File: src/rx_cfg_consts.svh
`ifndef RX_CFG_CONSTS_SVH
`define RX_CFG_CONSTS_SVH

// Register indices, equal to the select bits of each word
`define IDX_CORR     4'h6
`define IDX_RBSET    4'h7
`define IDX_PDTEST   4'h8
`define IDX_AGC      4'h9
`define IDX_AGC2     4'hA
`define IDX_TEST     4'hC
`define IDX_OFFS     4'hD
`define IDX_CTRL     4'hE
`define IDX_STAT     4'hF

// Field positions
`define CAL_BIT       19
`define LNA_MODE_BIT  15
`define DBW_LSB       20
`define RB_SEL_LSB    4
`define RB_EN_BIT     8
`define PD_LOGAMP_BIT 10
`define MATCH_BIT     12
`define AGC_LOW_LSB   4
`define AGC_HIGH_LSB  11
`define AGC_EN_BIT    18
`define LNA_GAIN_LSB  19
`define TMODE_LSB     14
`define OFFS_LSB      4
`define GAIN_LSB      17
`define DEMOD_DIV_LSB 0
`define CDR_DIV_LSB   8

// Reset values
`define AGC_RST  32'h000631E9
`define CTRL_RST 32'h0000080E

// Codes and limits
`define TM_DAC_RAW  4'h7
`define TM_DAC_OFFS 4'hA
`define LNA_TOP     2'h3
`define SD_FS       20'h07FFF

`endif

File: src/rx_cfg_pkg.sv
package rx_cfg_pkg;

    typedef enum logic [1:0]
    {
        RB_RSSI,
        RB_BATTERY,
        RB_TEMP,
        RB_ADCIN
    } rb_sel_t;

    typedef logic [31:0] cfg_word_t;

endpackage : rx_cfg_pkg

File: src/word_if.sv
`timescale 1ns/1ps
interface word_if;
    import rx_cfg_pkg::*;
    cfg_word_t word;
    logic      valid;
    modport src (output word, output valid);
    modport dst (input word, input valid);
endinterface : word_if
File: src/rx_config_test_dac.sv
// Overview of operation
// Software sets filter divider for 50 kHz
// Calibration starts on every trigger-high write
// Software calibrates only after crystal settles
// Software keeps discriminator bandwidth at most 600
// Reduced LNA mode blocks top gain step
// RSSI readback only in receive mode
// Transmit ADC readback needs log-amp powered
// Matching select bit resets to zero
// Gain limits default 30 and 70
// Software keeps gain limits over 30 apart
// Gain 30 only with normal LNA mode
// Software writes zeros to AGC2 upper bits
// Sixteen-bit input to second-order bit stream
// DAC uses recovery clock; fast clock stops recovery
// Mode 7 raw, mode 10 offset-removed
// DAC input from active demodulator
// DAC input is scaled signal, offset removed in mode 10 only
// Software programs half the frequency error
// Serial word routed by low select bits
// DAC output updates per tick, idle zero
`timescale 1ns/1ps
`include "rx_cfg_consts.svh"
module rx_config_test_dac
    import rx_cfg_pkg::*;
(
    // Clock and reset
    input  wire logic        clk,
    input  wire logic        reset,
    // Avalon-MM slave
    input  wire logic [3:0]  address,
    input  wire logic        read,
    input  wire logic        write,
    input  wire logic [31:0] writedata,
    output logic      [31:0] readdata,
    output logic             waitrequest,
    // Serial write port
    input  wire logic        serial_clock_pin,
    input  wire logic        serial_data_pin,
    input  wire logic        load_strobe,
    // Receiver state
    input  wire logic        tx_mode,
    input  wire logic        corr_demod_sel,
    input  wire logic [1:0]  agc_lna_request,
    input  wire logic [15:0] corr_filter_out,
    input  wire logic [15:0] lin_filter_out,
    // Configuration outputs
    output logic             filter_cal_start,
    output logic [1:0]       lna_gain_sel,
    output logic             readback_valid,
    output logic             logamp_powerdown,
    output logic             lna_pa_match_sel,
    output logic [6:0]       gain_low_limit,
    output logic [6:0]       gain_high_limit,
    output logic [9:0]       discrim_bandwidth,
    // Clock enables and test DAC
    output logic             demodulator_clock,
    output logic             recovery_clock,
    output logic             recovery_active,
    output logic             clock_output_pin
);

    cfg_word_t          cfg_r [16];
    logic               ack_r;
    logic               av_wr;
    logic               ser_wr;
    logic [3:0]         ser_idx;
    logic [7:0]         demod_cnt_r;
    logic [7:0]         cdr_cnt_r;
    logic [7:0]         demod_div;
    logic [7:0]         cdr_div;
    logic [3:0]         test_mode;
    logic               dac_on;
    logic [15:0]        dac_in_r;
    logic [1:0]         lna_nxt;
    logic               rb_valid_nxt;
    rb_sel_t            rb_sel;
    logic               agc_en;
    logic               rx_mode;
    word_if             ser ();

    function automatic logic writable(input logic [3:0] idx);
        writable = (idx >= `IDX_CORR) && (idx <= `IDX_CTRL) && (idx != 4'hB);
    endfunction : writable

    function automatic cfg_word_t reset_value(input logic [3:0] idx);
        case (idx)
            `IDX_AGC:  reset_value = `AGC_RST;
            `IDX_CTRL: reset_value = `CTRL_RST;
            default:   reset_value = {28'h0, idx};
        endcase
    endfunction : reset_value

    function automatic logic [1:0] clamp_lna(input logic [1:0] g, input logic reduced);
        clamp_lna = (reduced && (g == `LNA_TOP)) ? 2'h2 : g;
    endfunction : clamp_lna

    function automatic logic [15:0] scale(input logic [15:0] sig,
                                          input logic [12:0] offs,
                                          input logic [2:0]  gain);
        logic signed [17:0] diff;
        logic signed [24:0] wide;
        diff = signed'({{2{sig[15]}}, sig}) - signed'({5'h0, offs});
        wide = 25'(signed'({{7{diff[17]}}, diff}) <<< gain);
        if (wide > 25'sh0007FFF)
            scale = 16'h7FFF;
        else if (wide < -25'sh0007FFF)
            scale = 16'h8001;
        else
            scale = wide[15:0];
    endfunction : scale

    serial_word_in u_serial
    (
        .clk              (clk),
        .reset            (reset),
        .serial_clock_pin (serial_clock_pin),
        .serial_data_pin  (serial_data_pin),
        .load_strobe      (load_strobe),
        .out              (ser.src)
    );

    // select-bit routing
    assign ser_idx = ser.word[3:0];
    assign ser_wr  = ser.valid && writable(ser_idx);

    // Bus answer one cycle after request, stalled by a serial word
    assign waitrequest = (read || write) && !ack_r;
    assign av_wr       = write && ack_r && writable(address);

    always_ff @(posedge clk)
    begin
        if (reset)
            ack_r <= 1'b0;
        else
            ack_r <= (read || write) && !ack_r && !ser.valid;
    end

    // register file with reset defaults
    // gain limit defaults
    always_ff @(posedge clk)
    begin
        if (reset)
        begin
            for (int i = 0; i < 16; i++)
                cfg_r[i] <= reset_value(4'(i));
        end
        else
        begin
            // serial word takes its register
            if (ser_wr)
                cfg_r[ser_idx] <= ser.word;
            if (av_wr && !(ser_wr && (ser_idx == address)))
                cfg_r[address] <= writedata;
        end
    end

    always_ff @(posedge clk)
    begin
        if (reset)
            readdata <= 32'h0;
        else if (read && !ack_r)
        begin
            if (address == `IDX_STAT)
                readdata <= {26'h0, dac_on, recovery_active, lna_gain_sel,
                             readback_valid, filter_cal_start};
            else if (writable(address))
                readdata <= cfg_r[address];
            else
                readdata <= 32'h0;
        end
    end

    // calibration start pulse
    always_ff @(posedge clk)
    begin
        if (reset)
            filter_cal_start <= 1'b0;
        else
            filter_cal_start <= (ser_wr && (ser_idx == `IDX_CORR) && ser.word[`CAL_BIT])
                || (av_wr && (address == `IDX_CORR) && writedata[`CAL_BIT]);
    end

    assign agc_en  = cfg_r[`IDX_AGC][`AGC_EN_BIT];
    assign rx_mode = !tx_mode;
    assign rb_sel  = rb_sel_t'(cfg_r[`IDX_RBSET][`RB_SEL_LSB +: 2]);

    // reduced mode caps AGC choice
    // gain 30 only in normal mode
    always_comb
    begin
        lna_nxt = clamp_lna(agc_en ? agc_lna_request
                                   : cfg_r[`IDX_AGC][`LNA_GAIN_LSB +: 2],
                            cfg_r[`IDX_CORR][`LNA_MODE_BIT]);
    end

    // readback validity by mode
    // transmit ADC needs log-amp
    always_comb
    begin
        rb_valid_nxt = 1'b0;
        if (cfg_r[`IDX_RBSET][`RB_EN_BIT])
        begin
            case (rb_sel)
                RB_RSSI: rb_valid_nxt = rx_mode;
                default:
                begin
                    if (tx_mode)
                        rb_valid_nxt = !cfg_r[`IDX_PDTEST][`PD_LOGAMP_BIT];
                    else
                        rb_valid_nxt = !agc_en;
                end
            endcase
        end
    end

    always_ff @(posedge clk)
    begin
        if (reset)
        begin
            lna_gain_sel   <= 2'h0;
            readback_valid <= 1'b0;
        end
        else
        begin
            lna_gain_sel   <= lna_nxt;
            readback_valid <= rb_valid_nxt;
        end
    end

    always_ff @(posedge clk)
    begin
        if (reset)
        begin
            logamp_powerdown  <= 1'b0;
            lna_pa_match_sel  <= 1'b0;
            gain_low_limit    <= 7'h0;
            gain_high_limit   <= 7'h0;
            discrim_bandwidth <= 10'h0;
        end
        else
        begin
            logamp_powerdown  <= cfg_r[`IDX_PDTEST][`PD_LOGAMP_BIT];
            lna_pa_match_sel  <= cfg_r[`IDX_PDTEST][`MATCH_BIT];
            gain_low_limit    <= cfg_r[`IDX_AGC][`AGC_LOW_LSB +: 7];
            gain_high_limit   <= cfg_r[`IDX_AGC][`AGC_HIGH_LSB +: 7];
            discrim_bandwidth <= cfg_r[`IDX_CORR][`DBW_LSB +: 10];
        end
    end

    // demodulator and recovery clock enables
    assign demod_div = cfg_r[`IDX_CTRL][`DEMOD_DIV_LSB +: 8];
    assign cdr_div   = cfg_r[`IDX_CTRL][`CDR_DIV_LSB +: 8];

    always_ff @(posedge clk)
    begin
        if (reset)
        begin
            demod_cnt_r       <= 8'h0;
            demodulator_clock <= 1'b0;
        end
        else if (demod_cnt_r + 8'h1 >= demod_div)
        begin
            demod_cnt_r       <= 8'h0;
            demodulator_clock <= 1'b1;
        end
        else
        begin
            demod_cnt_r       <= demod_cnt_r + 8'h1;
            demodulator_clock <= 1'b0;
        end
    end

    always_ff @(posedge clk)
    begin
        if (reset)
        begin
            cdr_cnt_r      <= 8'h0;
            recovery_clock <= 1'b0;
        end
        else if (demodulator_clock)
        begin
            if (cdr_cnt_r + 8'h1 >= cdr_div)
            begin
                cdr_cnt_r      <= 8'h0;
                recovery_clock <= 1'b1;
            end
            else
            begin
                cdr_cnt_r      <= cdr_cnt_r + 8'h1;
                recovery_clock <= 1'b0;
            end
        end
        else
            recovery_clock <= 1'b0;
    end

    // recovery halts at demodulator rate
    always_ff @(posedge clk)
    begin
        if (reset)
            recovery_active <= 1'b0;
        else
            recovery_active <= cdr_div > 8'h1;
    end

    // test mode decode
    assign test_mode = cfg_r[`IDX_TEST][`TMODE_LSB +: 4];
    assign dac_on    = (test_mode == `TM_DAC_RAW) || (test_mode == `TM_DAC_OFFS);

    // active demodulator source
    // offset removal and gain
    always_ff @(posedge clk)
    begin
        if (reset)
            dac_in_r <= 16'h0;
        else
            dac_in_r <= scale(corr_demod_sel ? corr_filter_out : lin_filter_out,
                              (test_mode == `TM_DAC_OFFS)
                                  ? cfg_r[`IDX_OFFS][`OFFS_LSB +: 13] : 13'h0,
                              cfg_r[`IDX_OFFS][`GAIN_LSB +: 3]);
    end

    // second-order modulator
    // per recovery tick, idle zero
    sigma_delta2 u_dac
    (
        .clk     (clk),
        .reset   (reset),
        .tick    (recovery_clock),
        .enable  (dac_on),
        .din     (dac_in_r),
        .bit_out (clock_output_pin)
    );

endmodule : rx_config_test_dac

File: src/serial_word_in.sv
`timescale 1ns/1ps
module serial_word_in
    import rx_cfg_pkg::*;
(
    // Clock and reset
    input  wire logic clk,
    input  wire logic reset,
    // Pins
    input  wire logic serial_clock_pin,
    input  wire logic serial_data_pin,
    input  wire logic load_strobe,
    // Latched word
    word_if.src       out
);

    logic [2:0] sync1_r;
    logic [2:0] sync2_r;
    logic [2:0] sync3_r;
    logic [2:0] filt_r;
    logic [2:0] agree;
    logic [2:0] rise;
    cfg_word_t  shift_r;

    // Three-stage synchronisers
    always_ff @(posedge clk)
    begin
        if (reset)
        begin
            sync1_r <= 3'h0;
            sync2_r <= 3'h0;
            sync3_r <= 3'h0;
        end
        else
        begin
            sync1_r <= {load_strobe, serial_data_pin, serial_clock_pin};
            sync2_r <= sync1_r;
            sync3_r <= sync2_r;
        end
    end

    assign agree = ~(sync2_r ^ sync3_r);
    assign rise  = agree & sync3_r & ~filt_r;

    // Accepted pin levels
    always_ff @(posedge clk)
    begin
        if (reset)
            filt_r <= 3'h0;
        else
            filt_r <= (agree & sync3_r) | (~agree & filt_r);
    end

    // Shift register, MSB first
    always_ff @(posedge clk)
    begin
        if (reset)
            shift_r <= 32'h0;
        else if (rise[0])
            shift_r <= {shift_r[30:0], filt_r[1]};
    end

    // Latch on strobe rising edge
    always_ff @(posedge clk)
    begin
        if (reset)
        begin
            out.word  <= 32'h0;
            out.valid <= 1'b0;
        end
        else
        begin
            out.valid <= rise[2];
            if (rise[2])
                out.word <= shift_r;
        end
    end

endmodule : serial_word_in

File: src/sigma_delta2.sv
`timescale 1ns/1ps
`include "rx_cfg_consts.svh"
module sigma_delta2
    import rx_cfg_pkg::*;
(
    // Clock and reset
    input  wire logic        clk,
    input  wire logic        reset,
    // Control
    input  wire logic        tick,
    input  wire logic        enable,
    input  wire logic [15:0] din,
    // Bit stream
    output logic             bit_out
);

    logic signed [19:0] err1_r;
    logic signed [19:0] err2_r;
    logic signed [19:0] sum;
    logic signed [19:0] quant;

    assign sum   = 20'(signed'({{4{din[15]}}, din})) + (err1_r <<< 1) - err2_r;
    assign quant = sum[19] ? -signed'(`SD_FS) : signed'(`SD_FS);

    // Error feedback loop, one step per tick
    always_ff @(posedge clk)
    begin
        if (reset)
        begin
            err1_r  <= 20'h0;
            err2_r  <= 20'h0;
            bit_out <= 1'b0;
        end
        else if (!enable)
        begin
            err1_r  <= 20'h0;
            err2_r  <= 20'h0;
            bit_out <= 1'b0;
        end
        else if (tick)
        begin
            err1_r  <= sum - quant;
            err2_r  <= err1_r;
            bit_out <= ~sum[19];
        end
    end

endmodule : sigma_delta2

File: config.mk
export PLATFORM = sky130hd
export DESIGN_NAME = rx_config_test_dac
export DESIGN_NICKNAME = d
export VERILOG_FILES = /design/src/rx_cfg_pkg.sv /design/src/word_if.sv /design/src/rx_config_test_dac.sv /design/src/serial_word_in.sv /design/src/sigma_delta2.sv
export VERILOG_INCLUDE_DIRS = /design/src
export SDC_FILE = /design/constraint.sdc
export NUM_CORES = 1
export LEC_CHECK = 0
export ABC_AREA = 1
export BUFFER_PORTS_ARGS = -buffer_cell sky130_fd_sc_hd__buf_2
export CORE_MARGIN = 2
export CORE_UTILIZATION = 55
export DETAILED_ROUTE_END_ITERATION = 8
export GPL_TIMING_DRIVEN = 0
export HOLD_SLACK_MARGIN = 0.12
export PLACE_DENSITY = 0.76
export REMOVE_ABC_BUFFERS = 1
export SLEW_MARGIN = 20
export SYNTH_ARGS = -nofsm -noshare
export SYNTH_HDL_FRONTEND = slang
export SYNTH_HIERARCHICAL = 1
export SYNTH_SLANG_ARGS = --single-unit
File: constraint.sdc
create_clock -name clk -period 3.7 [get_ports clk]
set_clock_uncertainty 0.1 [all_clocks]
set_input_delay 0.74 -clock clk [delete_from_list [all_inputs] [get_ports clk]]
set_output_delay 0.74 -clock clk [all_outputs]
set_load 0.005 [all_outputs]
==> summary.txt, run 1 <==
First-pass GRT wire length: 130700 µm
R2r worst-path depth: 25
Syn_area_per_cell: 9.082 µm²
Die area: 54810 µm²
DRC viols: 0
Worst Hold Depth: 3
Initial DRC Count: 3525
Slew HR: 23.33%
Setup slack, reg-to-reg: -0.02 ns
Crit path max fanout: 8
Run status: finished, violations left
Gate power share: 22.0%
Worst EP required: 4.10 ns
Maximum clock rate: 268.7 MHz
Netlist cell types: 55
Remaining global-route overflow: 0
Hold Vio Cnt, Final: 0
Cell Area, Placed: 31260 µm²
EDFF count, synth: 384
Die height: 234.1 µm
Leakage Power: 14.26 nW
Total power: 18.21 mW
DRT Wirelength: 89930 µm
Min-delay src: load_strobe
Type of the worst setup path: flip-flop to flip-flop
Async SR Flop Fraction: 0%
Antenna violations before repair: 1
Worst Max-Slew Pin Slew: 1.149 ns
Predominant post-synthesis flop cell: edfxtp_1
Clk slew on worst S/H paths: 0.06 ns
Pint: 12.77 mW
Largest net degree at the start of global routing: 100
Violated checks: setup timing
PwrDens: 516.0 nW/µm²
Cell count after placement: 4026
Post-Syn Instances: 3207
Setup TNS: -0.03814 ns
Vias: 25.44k
Core box area: 52450 µm²
Die width: 234.1 µm
Top cell type's share of synthesized area: 39.59%
RSZ-0062 raised after global routing: true
Drt wl/cell: 21.44 µm
CTS Buf Count: 61
WP data arrival: 4.12 ns
# IOs: 146
Switching share of power: 29.89%
Register area share after synthesis: 54.44%
Layout cells sized above 1: 19.54%
Antenna-violating nets left: 0
Worst hold path type: input port to flip-flop
Vias in the first global route: 23.62k
Syn. warnings: 6
Maximum clock insertion buffer count: 3
Hold endpoint: u_serial/sync1_r[2]
Rows: 84
Slowest-stage cell, CP: edfxtp_1
Final Util: 67.28%
Startpoint Class: flip-flop
Hold buffer count at cts: 0
Synth area leaders: edfxtp_1 40%, dfxtp_1 15%, o22ai_1 8.5%, nand2_1 6.5%, inv_1 5.0%
Flop pwr share: 41.2%
Area leader, netlist: edfxtp_1
P_sw: 5.443 mW
PortBufs: 145
First-pass detailed-route iteration total: 8
Initial cell density of the core: 55.54%
Peak supply drop: 0.4270 mV
Setup crit end kind: flip-flop
Setup WS pre-CTS: -1.211 ns
Design Area, Final: 35290 µm²
Sink Count: 600
Min Tclk post-route: 3.722 ns
Top delay family on crit path: simple AND/OR/NAND/NOR gates
Netlist Area Pre-Place: 29130 µm²
CP max stage delay: 0.47 ns
Slew Limit Fails: 0
Final period util: 100.6%
Root buf cell: clkbuf_16
Total of max-cap violations: 0
Reg2Reg Capture Point: dac_in_r[14]
CTS tree: yes
RR Startpoint: cfg_r[12][16]
H-tree Lvls: 2
Part of the power in the clock network: 36.8%
Yosys reg bits: 600
WP buf/inv: 5
Post-route setup slack: -0.02170 ns
Worst skew pair latency: 0.66 ns
Final RePlAce weighted congestion: 0.9123
Area grow syn2layout: 21.14%
Detailed placement HPWL: 52910 µm
Final non-filler cell total: 4195
Most common cell on crit path: nand2_1
Average vias per placed instance: 6.063
Tot GR Track Use: 31.19%
NumNets Final: 3612
Final hold slack: 0.1854 ns
Setup-failing EPs final: 2
## area by class of cell
| type | instances | area, µm² |
|---|---|---|
| clock buffer | 89 | 1956 |
| multi-input combinational | 2155 | 12950 |
| timing repair buffer | 223 | 1767 |
| fill | 3932 | 17160 |
| inverter | 412 | 1580 |
| tap | 688 | 860.8 |
| sequential | 600 | 15870 |
| antenna | 1 | 2.502 |
| clock inverter | 27 | 302.8 |
## power by group through the flow
stage                     clock [mW]  sequential, mW  combinational [mW]
after floorplan                    0            7.61                2.13
after global placement             0            7.65                2.90
after detailed placement           0            7.64                2.97
after CTS                       6.70            7.50                3.14
after global routing            6.97            7.52                4.33
final                           6.69            7.50                4.01
## worst min-delay path, delay by kind of cell
kind,cells,cell delay (ns)
AND/OR/NAND/NOR,1,0.06
buffers and inverters,2,0.10
## registers in the layout, indices dropped and copies added, names as in the netlist, 2 cells and up, named ones only
signal             cells
readdata              32
u_serial/out.word     32
u_dac/err1_r          20
u_serial/sync3_r       3
cfg_r                384
dac_in_r              16
lna_gain_sel           2
u_serial/sync2_r       3
cdr_cnt_r              8
gain_low_limit         7
gain_high_limit        7
u_dac/err2_r          20
discrim_bandwidth     10
u_serial/shift_r      32
demod_cnt_r            8
u_serial/sync1_r       3
## routing by layer
layer	GRT usage (%)	routed length [µm]	part of all wire, %
met1	40.09	32670	36
met2	51.00	42330	47
met3	5.046	9989	11
met4	16.26	4943	5.5
met5	0	0	0
## synth_stat cells (5+ instances only)
| library cell | count |
|---|---|
| nand3_2 | 7 |
| xor2_1 | 24 |
| dfxtp_1 | 216 |
| nand2_2 | 37 |
| inv_1 | 387 |
| nand2_4 | 6 |
| a21oi_2 | 8 |
| edfxtp_1 | 384 |
| nor2_1 | 282 |
| nor2_2 | 11 |
| buf_4 | 5 |
| o21ai_0 | 151 |
| nand3_1 | 248 |
| fa_1 | 20 |
| buf_1 | 24 |
| buf_2 | 29 |
| ha_1 | 60 |
| clkinv_1 | 6 |
| clkbuf_1 | 105 |
| nand3b_1 | 11 |
| nand2_1 | 503 |
| inv_2 | 17 |
| o21ai_1 | 6 |
| nand4_1 | 40 |
| buf_6 | 9 |
| nor3_1 | 8 |
| xnor2_1 | 13 |
| a21oi_1 | 139 |
| o22ai_1 | 395 |
| a22oi_1 | 10 |
## placed cells by master, fill, tap and decap left out, drive strengths merged, types with 2 or more instances in the layout
| cell | netlist | routed |
|---|---|---|
| xor2 | 24 | 24 |
| clkbuf | 105 | 89 |
| dfxtp | 216 | 216 |
| nand2 | 546 | 548 |
| and2 | 3 | 3 |
| nand3b | 11 | 11 |
| inv | 406 | 411 |
| a31oi | 2 | 2 |
| nor3 | 12 | 12 |
| edfxtp | 384 | 384 |
| ha | 60 | 60 |
| nor4 | 4 | 4 |
| nand3 | 255 | 259 |
| nor2 | 297 | 297 |
| a21oi | 147 | 147 |
| o221ai | 3 | 3 |
| o2111ai | 2 | 2 |
| or2 | 4 | 4 |
| o22ai | 395 | 395 |
| nand4 | 40 | 40 |
| clkinv | 6 | 20 |
| fa | 20 | 20 |
| mux2i | 3 | 3 |
| bufinv | 0 | 3 |
| xnor2 | 13 | 13 |
| a22oi | 10 | 10 |
| o21bai | 2 | 2 |
| clkinvlp | 0 | 5 |
| conb | 2 | 128 |
| o21ai | 158 | 158 |
| buf | 67 | 223 |
| a21boi | 2 | 2 |
## worst max-delay path by stage
stage	cells past startpoint	startpoint	to
after floorplan	5	address[1]	cfg_r[13][0]
after global routing	23	cfg_r[12][16]	dac_in_r[14]
after global placement	8	reset	cfg_r[6][23]
final	25	cfg_r[12][16]	dac_in_r[14]
after CTS	28	dac_in_r[1]	u_dac/err1_r[12]
after detailed placement	12	address[2]	cfg_r[9][28]
## cell families (layout without fill, tap and decap cells)
family	after synthesis	count (layout)	share of synthesized area [%]
simple gates	1172	1178	17.78
compound gates	729	729	14.61
flops	600	600	54.44
buf+inv	584	751	7.973
fa+ha+maj	80	80	3.952
xor+xnor	37	37	1.113
mux	3	3	0.1031
other cells	2	129	0.02578
## repair_timing
item	in CTS	in global routing
gates cloned	4	2
endpoints found under the setup margin	184	174
gates resized for setup	39	260
pin swaps	12	107
buffers inserted	12	34
Note: power is estimated with default switching activity, not from simulation.
==> run 2: changes to the inputs <==
--- a/config.mk
+++ b/config.mk
@@ -6,14 +6,14 @@
 export SDC_FILE = /design/constraint.sdc
 export NUM_CORES = 1
 export LEC_CHECK = 0
-export ABC_AREA = 1
+export ABC_AREA = 0
 export BUFFER_PORTS_ARGS = -buffer_cell sky130_fd_sc_hd__buf_2
 export CORE_MARGIN = 2
-export CORE_UTILIZATION = 55
+export CORE_UTILIZATION = 56
 export DETAILED_ROUTE_END_ITERATION = 8
 export GPL_TIMING_DRIVEN = 0
 export HOLD_SLACK_MARGIN = 0.12
-export PLACE_DENSITY = 0.76
+export PLACE_DENSITY = 0.77
 export REMOVE_ABC_BUFFERS = 1
 export SLEW_MARGIN = 20
 export SYNTH_ARGS = -nofsm -noshare
==> run 2 against run 1 <==
  * The flow still finishes with violations (setup timing)
  * Cell count down 14%
  * Count of clock-buffer cells in the layout up 10
  * Hold slack improved by 0.044 ns
  * Design area rose by 8.6%
  * Die area is 7.5% higher
  * Core utilization is 0.69 points higher
  * Sequential cell count increased by 52
  * Worst setup slack got worse by 1.1 ns
  * Routed wire length decreased by 0.64%
  * Fmax is 23% lower
  * Clock power up 6.7%
  * Via count shrank 10%
  * Critical path type unchanged
  * Critical endpoint is now u_dac/err1_r[14]
  * Highest routed layer is now met5
==> summary.txt, run 2 <==
Setup-failing EPs final: 31
EDFF count, synth: 436
Gate power share: 22.0%
DRC viols: 0
Worst skew pair latency: 0.63 ns
First-pass detailed-route iteration total: 8
Commonest cells after routing, fill and taps aside: 436 x edfxtp_1, 212 x a22o_1, 212 x dfxtp_1
Vias in the first global route: 22.54k
Core box area: 56390 µm²
Switching share of power: 27.65%
Main combinational cell family by area after synthesis: multiplexers
Area grow syn2layout: 20.06%
Worst Max-Slew Pin Slew: 1.082 ns
Maximum clock insertion buffer count: 3
Post-Syn Instances: 2497
Initial DRC Count: 2929
Setup TNS: -22.13 ns
Most frequent cells after synthesis: 436 x edfxtp_1, 216 x dfxtp_1, 212 x a22o_1
Run status: finished, violations left
Simple-Gate Fraction of Synth Area: 8.984%
Xor and xnor fraction of the mapped netlist area: 1.591%
Leakage Power: 14.46 nW
Tot GR Track Use: 29.58%
Detailed placement HPWL: 54680 µm
Syn_area_per_cell: 12.78 µm²
Final RePlAce weighted congestion: 0.8875
Clk slew on worst S/H paths: 0.06 ns
Netlist Area Pre-Place: 31920 µm²
Hold Vio Cnt, Final: 0
Antenna violations before repair: 8
Largest Register: cfg_r
Netlist cell types: 100
CTS tree: yes
Sink Count: 652
Synth area leaders: edfxtp_1 41%, dfxtp_1 14%, mux4_2 8.7%, a22o_1 5.8%, mux2i_1 4.0%
Die width: 242.8 µm
Top cell type's share of synthesized area: 41.01%
Peak supply drop: 0.4050 mV
Adder-Cell Fraction of Synth Area: 3.637%
P_sw: 5.444 mW
Final non-filler cell total: 3613
Die height: 242.8 µm
Initial cell density of the core: 56.61%
Remaining global-route overflow: 0
CTS Buf Count: 68
Post-route setup slack: -1.144 ns
Root buf cell: clkbuf_16
Violated checks: setup timing
Slew HR: 25.98%
Syn. warnings: 6
Layout cells sized above 1: 24.55%
Total of max-cap violations: 0
Worst EP required: 4.14 ns
Commonest non-fill, non-tap cell in the layout: edfxtp_1
Largest net degree at the start of global routing: 111
WP data arrival: 5.28 ns
Most common cell in the netlist: edfxtp_1
Die area: 58930 µm²
PwrDens: 513.8 nW/µm²
Async SR Flop Fraction: 0%
Pint: 14.25 mW
DRT Wirelength: 89350 µm
Final period util: 130.9%
Vias: 22.83k
Antenna-violating nets left: 0
Reg area: 17420 µm²
Register area share after synthesis: 54.56%
Area leader, netlist: edfxtp_1
# IOs: 146
Startpoint Class: flip-flop
Maximum clock rate: 206.4 MHz
Crit path max fanout: 4
Drt wl/cell: 24.73 µm
First-pass GRT wire length: 132500 µm
Rows: 87
NumNets Final: 2958
H-tree Lvls: 3
Yosys reg bits: 652
Type of the worst setup path: flip-flop to flip-flop
Worst hold path type: input port to flip-flop
Area of the multi-input gates: 14820 µm²
PortBufs: 145
Largest register FFs: 436
Predominant post-synthesis flop cell: edfxtp_1
Mux share of post-synthesis cell area: 13.64%
Compound-Gate Fraction of Synth Area: 13.16%
Slew Limit Fails: 0
Setup crit end kind: flip-flop
Average vias per placed instance: 6.319
Cell count after placement: 3396
Part of the power in the clock network: 36.3%
RSZ-0062 raised after global routing: true
Min Tclk post-route: 4.844 ns
Filler cell count: 3915
Flop pwr share: 41.7%
## run 2: cell types whose count changed in the layout (fill, tap and decap cells not counted), moves of 52 or more
cell / previous run / this run
a21oi_1: 125 / 61
nand2_1: 431 / 79
nand2b_1: 0 / 90
edfxtp_1: 384 / 436
conb_1: 128 / 180
mux4_2: 0 / 123
nand3_1: 188 / 29
nand2_2: 95 / 0
mux2i_1: 3 / 126
o22ai_1: 395 / 1
o21ai_0: 148 / 43
a22o_1: 0 / 212
nor2_1: 262 / 128
inv_1: 361 / 99
## run 2: cells by family (layout without fill, tap and decap cells)
| group | count (synthesis) | count (layout) |
|---|---|---|
| xor gates and xnor gates | 58 | 58 |
| AOI/OAI and AO/OA | 548 | 548 |
| muxes | 278 | 278 |
| buffers and inverters | 332 | 507 |
| other | 2 | 182 |
| adders and majority gates | 81 | 81 |
| and+or+nand+nor | 546 | 551 |
| DFF | 652 | 652 |
## run 2: per-stage QoR
step	worst slack (ns)	utilization, %	cell area [µm²]	hold WS [ns]	power (mW)
after global placement	-7.415	58.99	33260	0.3176	11.44
after floorplan	-1.409	-	31590	0.3128	10.52
after global routing	-1.290	67.97	38320	0.2222	20.35
after CTS	-1.126	66.81	37670	0.2117	19.22
after detailed placement	-2.689	60.76	34260	0.3258	11.52
final	-1.144	67.97	38330	0.2290	19.69
## run 2: metal layers
metal	track usage, %	share of wire, %	vias to the layer above
met2	49.01	48	1356
li1	-	-	9906
met1	37.88	37	11250
met4	13.12	4.8	8
met5	0	0.058	-
met3	5.871	9.9	311
## run 2: what timing repair did
item,CTS,global route
pin swaps,58,62
resized for setup,121,74
setup buffers,43,40
hold buffers,0,0
gates cloned,8,1
setup endpoints to repair,566,168
## run 2: worst max-delay path, stage by stage, from the launching register on
cell	delay, ns
dfxtp_2	0.32
inv_2	0.04
fa_1	0.54
inv_2	0.05
ha_4	0.16
fa_2	0.40
a21oi_4	0.17
o21a_4	0.17
nor3_4	0.06
o311a_4	0.39
nand2_8	0.08
buf_12	0.12
inv_16	0.03
xnor2_4	0.15
ha_4	0.16
a21o_1	0.17
a21oi_4	0.09
nor2b_4	0.14
a31oi_4	0.12
o311a_1	0.41
o31a_1	0.29
mux2i_1	0.19
xnor2_1	0.16
mux2i_1	0.11
nor2_1	0.12
## run 2: power by group through the flow
| stage | logic [mW] | clock network (mW) | registers (mW) |
|---|---|---|---|
| 6_report | 4.33 | 7.14 | 8.22 |
| 5_1_grt | 4.62 | 7.49 | 8.24 |
| 4_1_cts | 3.79 | 7.21 | 8.22 |
| 3_5_place_dp | 3.15 | 0 | 8.37 |
| 3_3_place_gp | 3.07 | 0 | 8.37 |
| 2_1_floorplan | 2.20 | 0 | 8.32 |
## run 2: final cells by class
type | count | area share (%)
repair buffers | 272 | 6.141
clock inverters | 27 | 1.041
multi-input cells | 1696 | 38.66
inverters | 108 | 1.100
flip-flops and latches | 652 | 45.46
diodes | 2 | 0.01306
repair inverters | 1 | 0.02285
well taps | 756 | 2.468
clock buffers | 99 | 5.093
## run 2: path summary, 6_finish.rpt
path                            start                  end  slack [ns]  cells past startpoint
setup / recovery          dac_in_r[1]     u_dac/err1_r[14]       -1.14                     24
hold / removal            load_strobe  u_serial/sync1_r[2]        0.23                      2
setup reg to reg          dac_in_r[1]     u_dac/err1_r[14]       -1.14                     24
hold reg to reg   u_serial/sync1_r[0]  u_serial/sync2_r[0]        0.34                      1
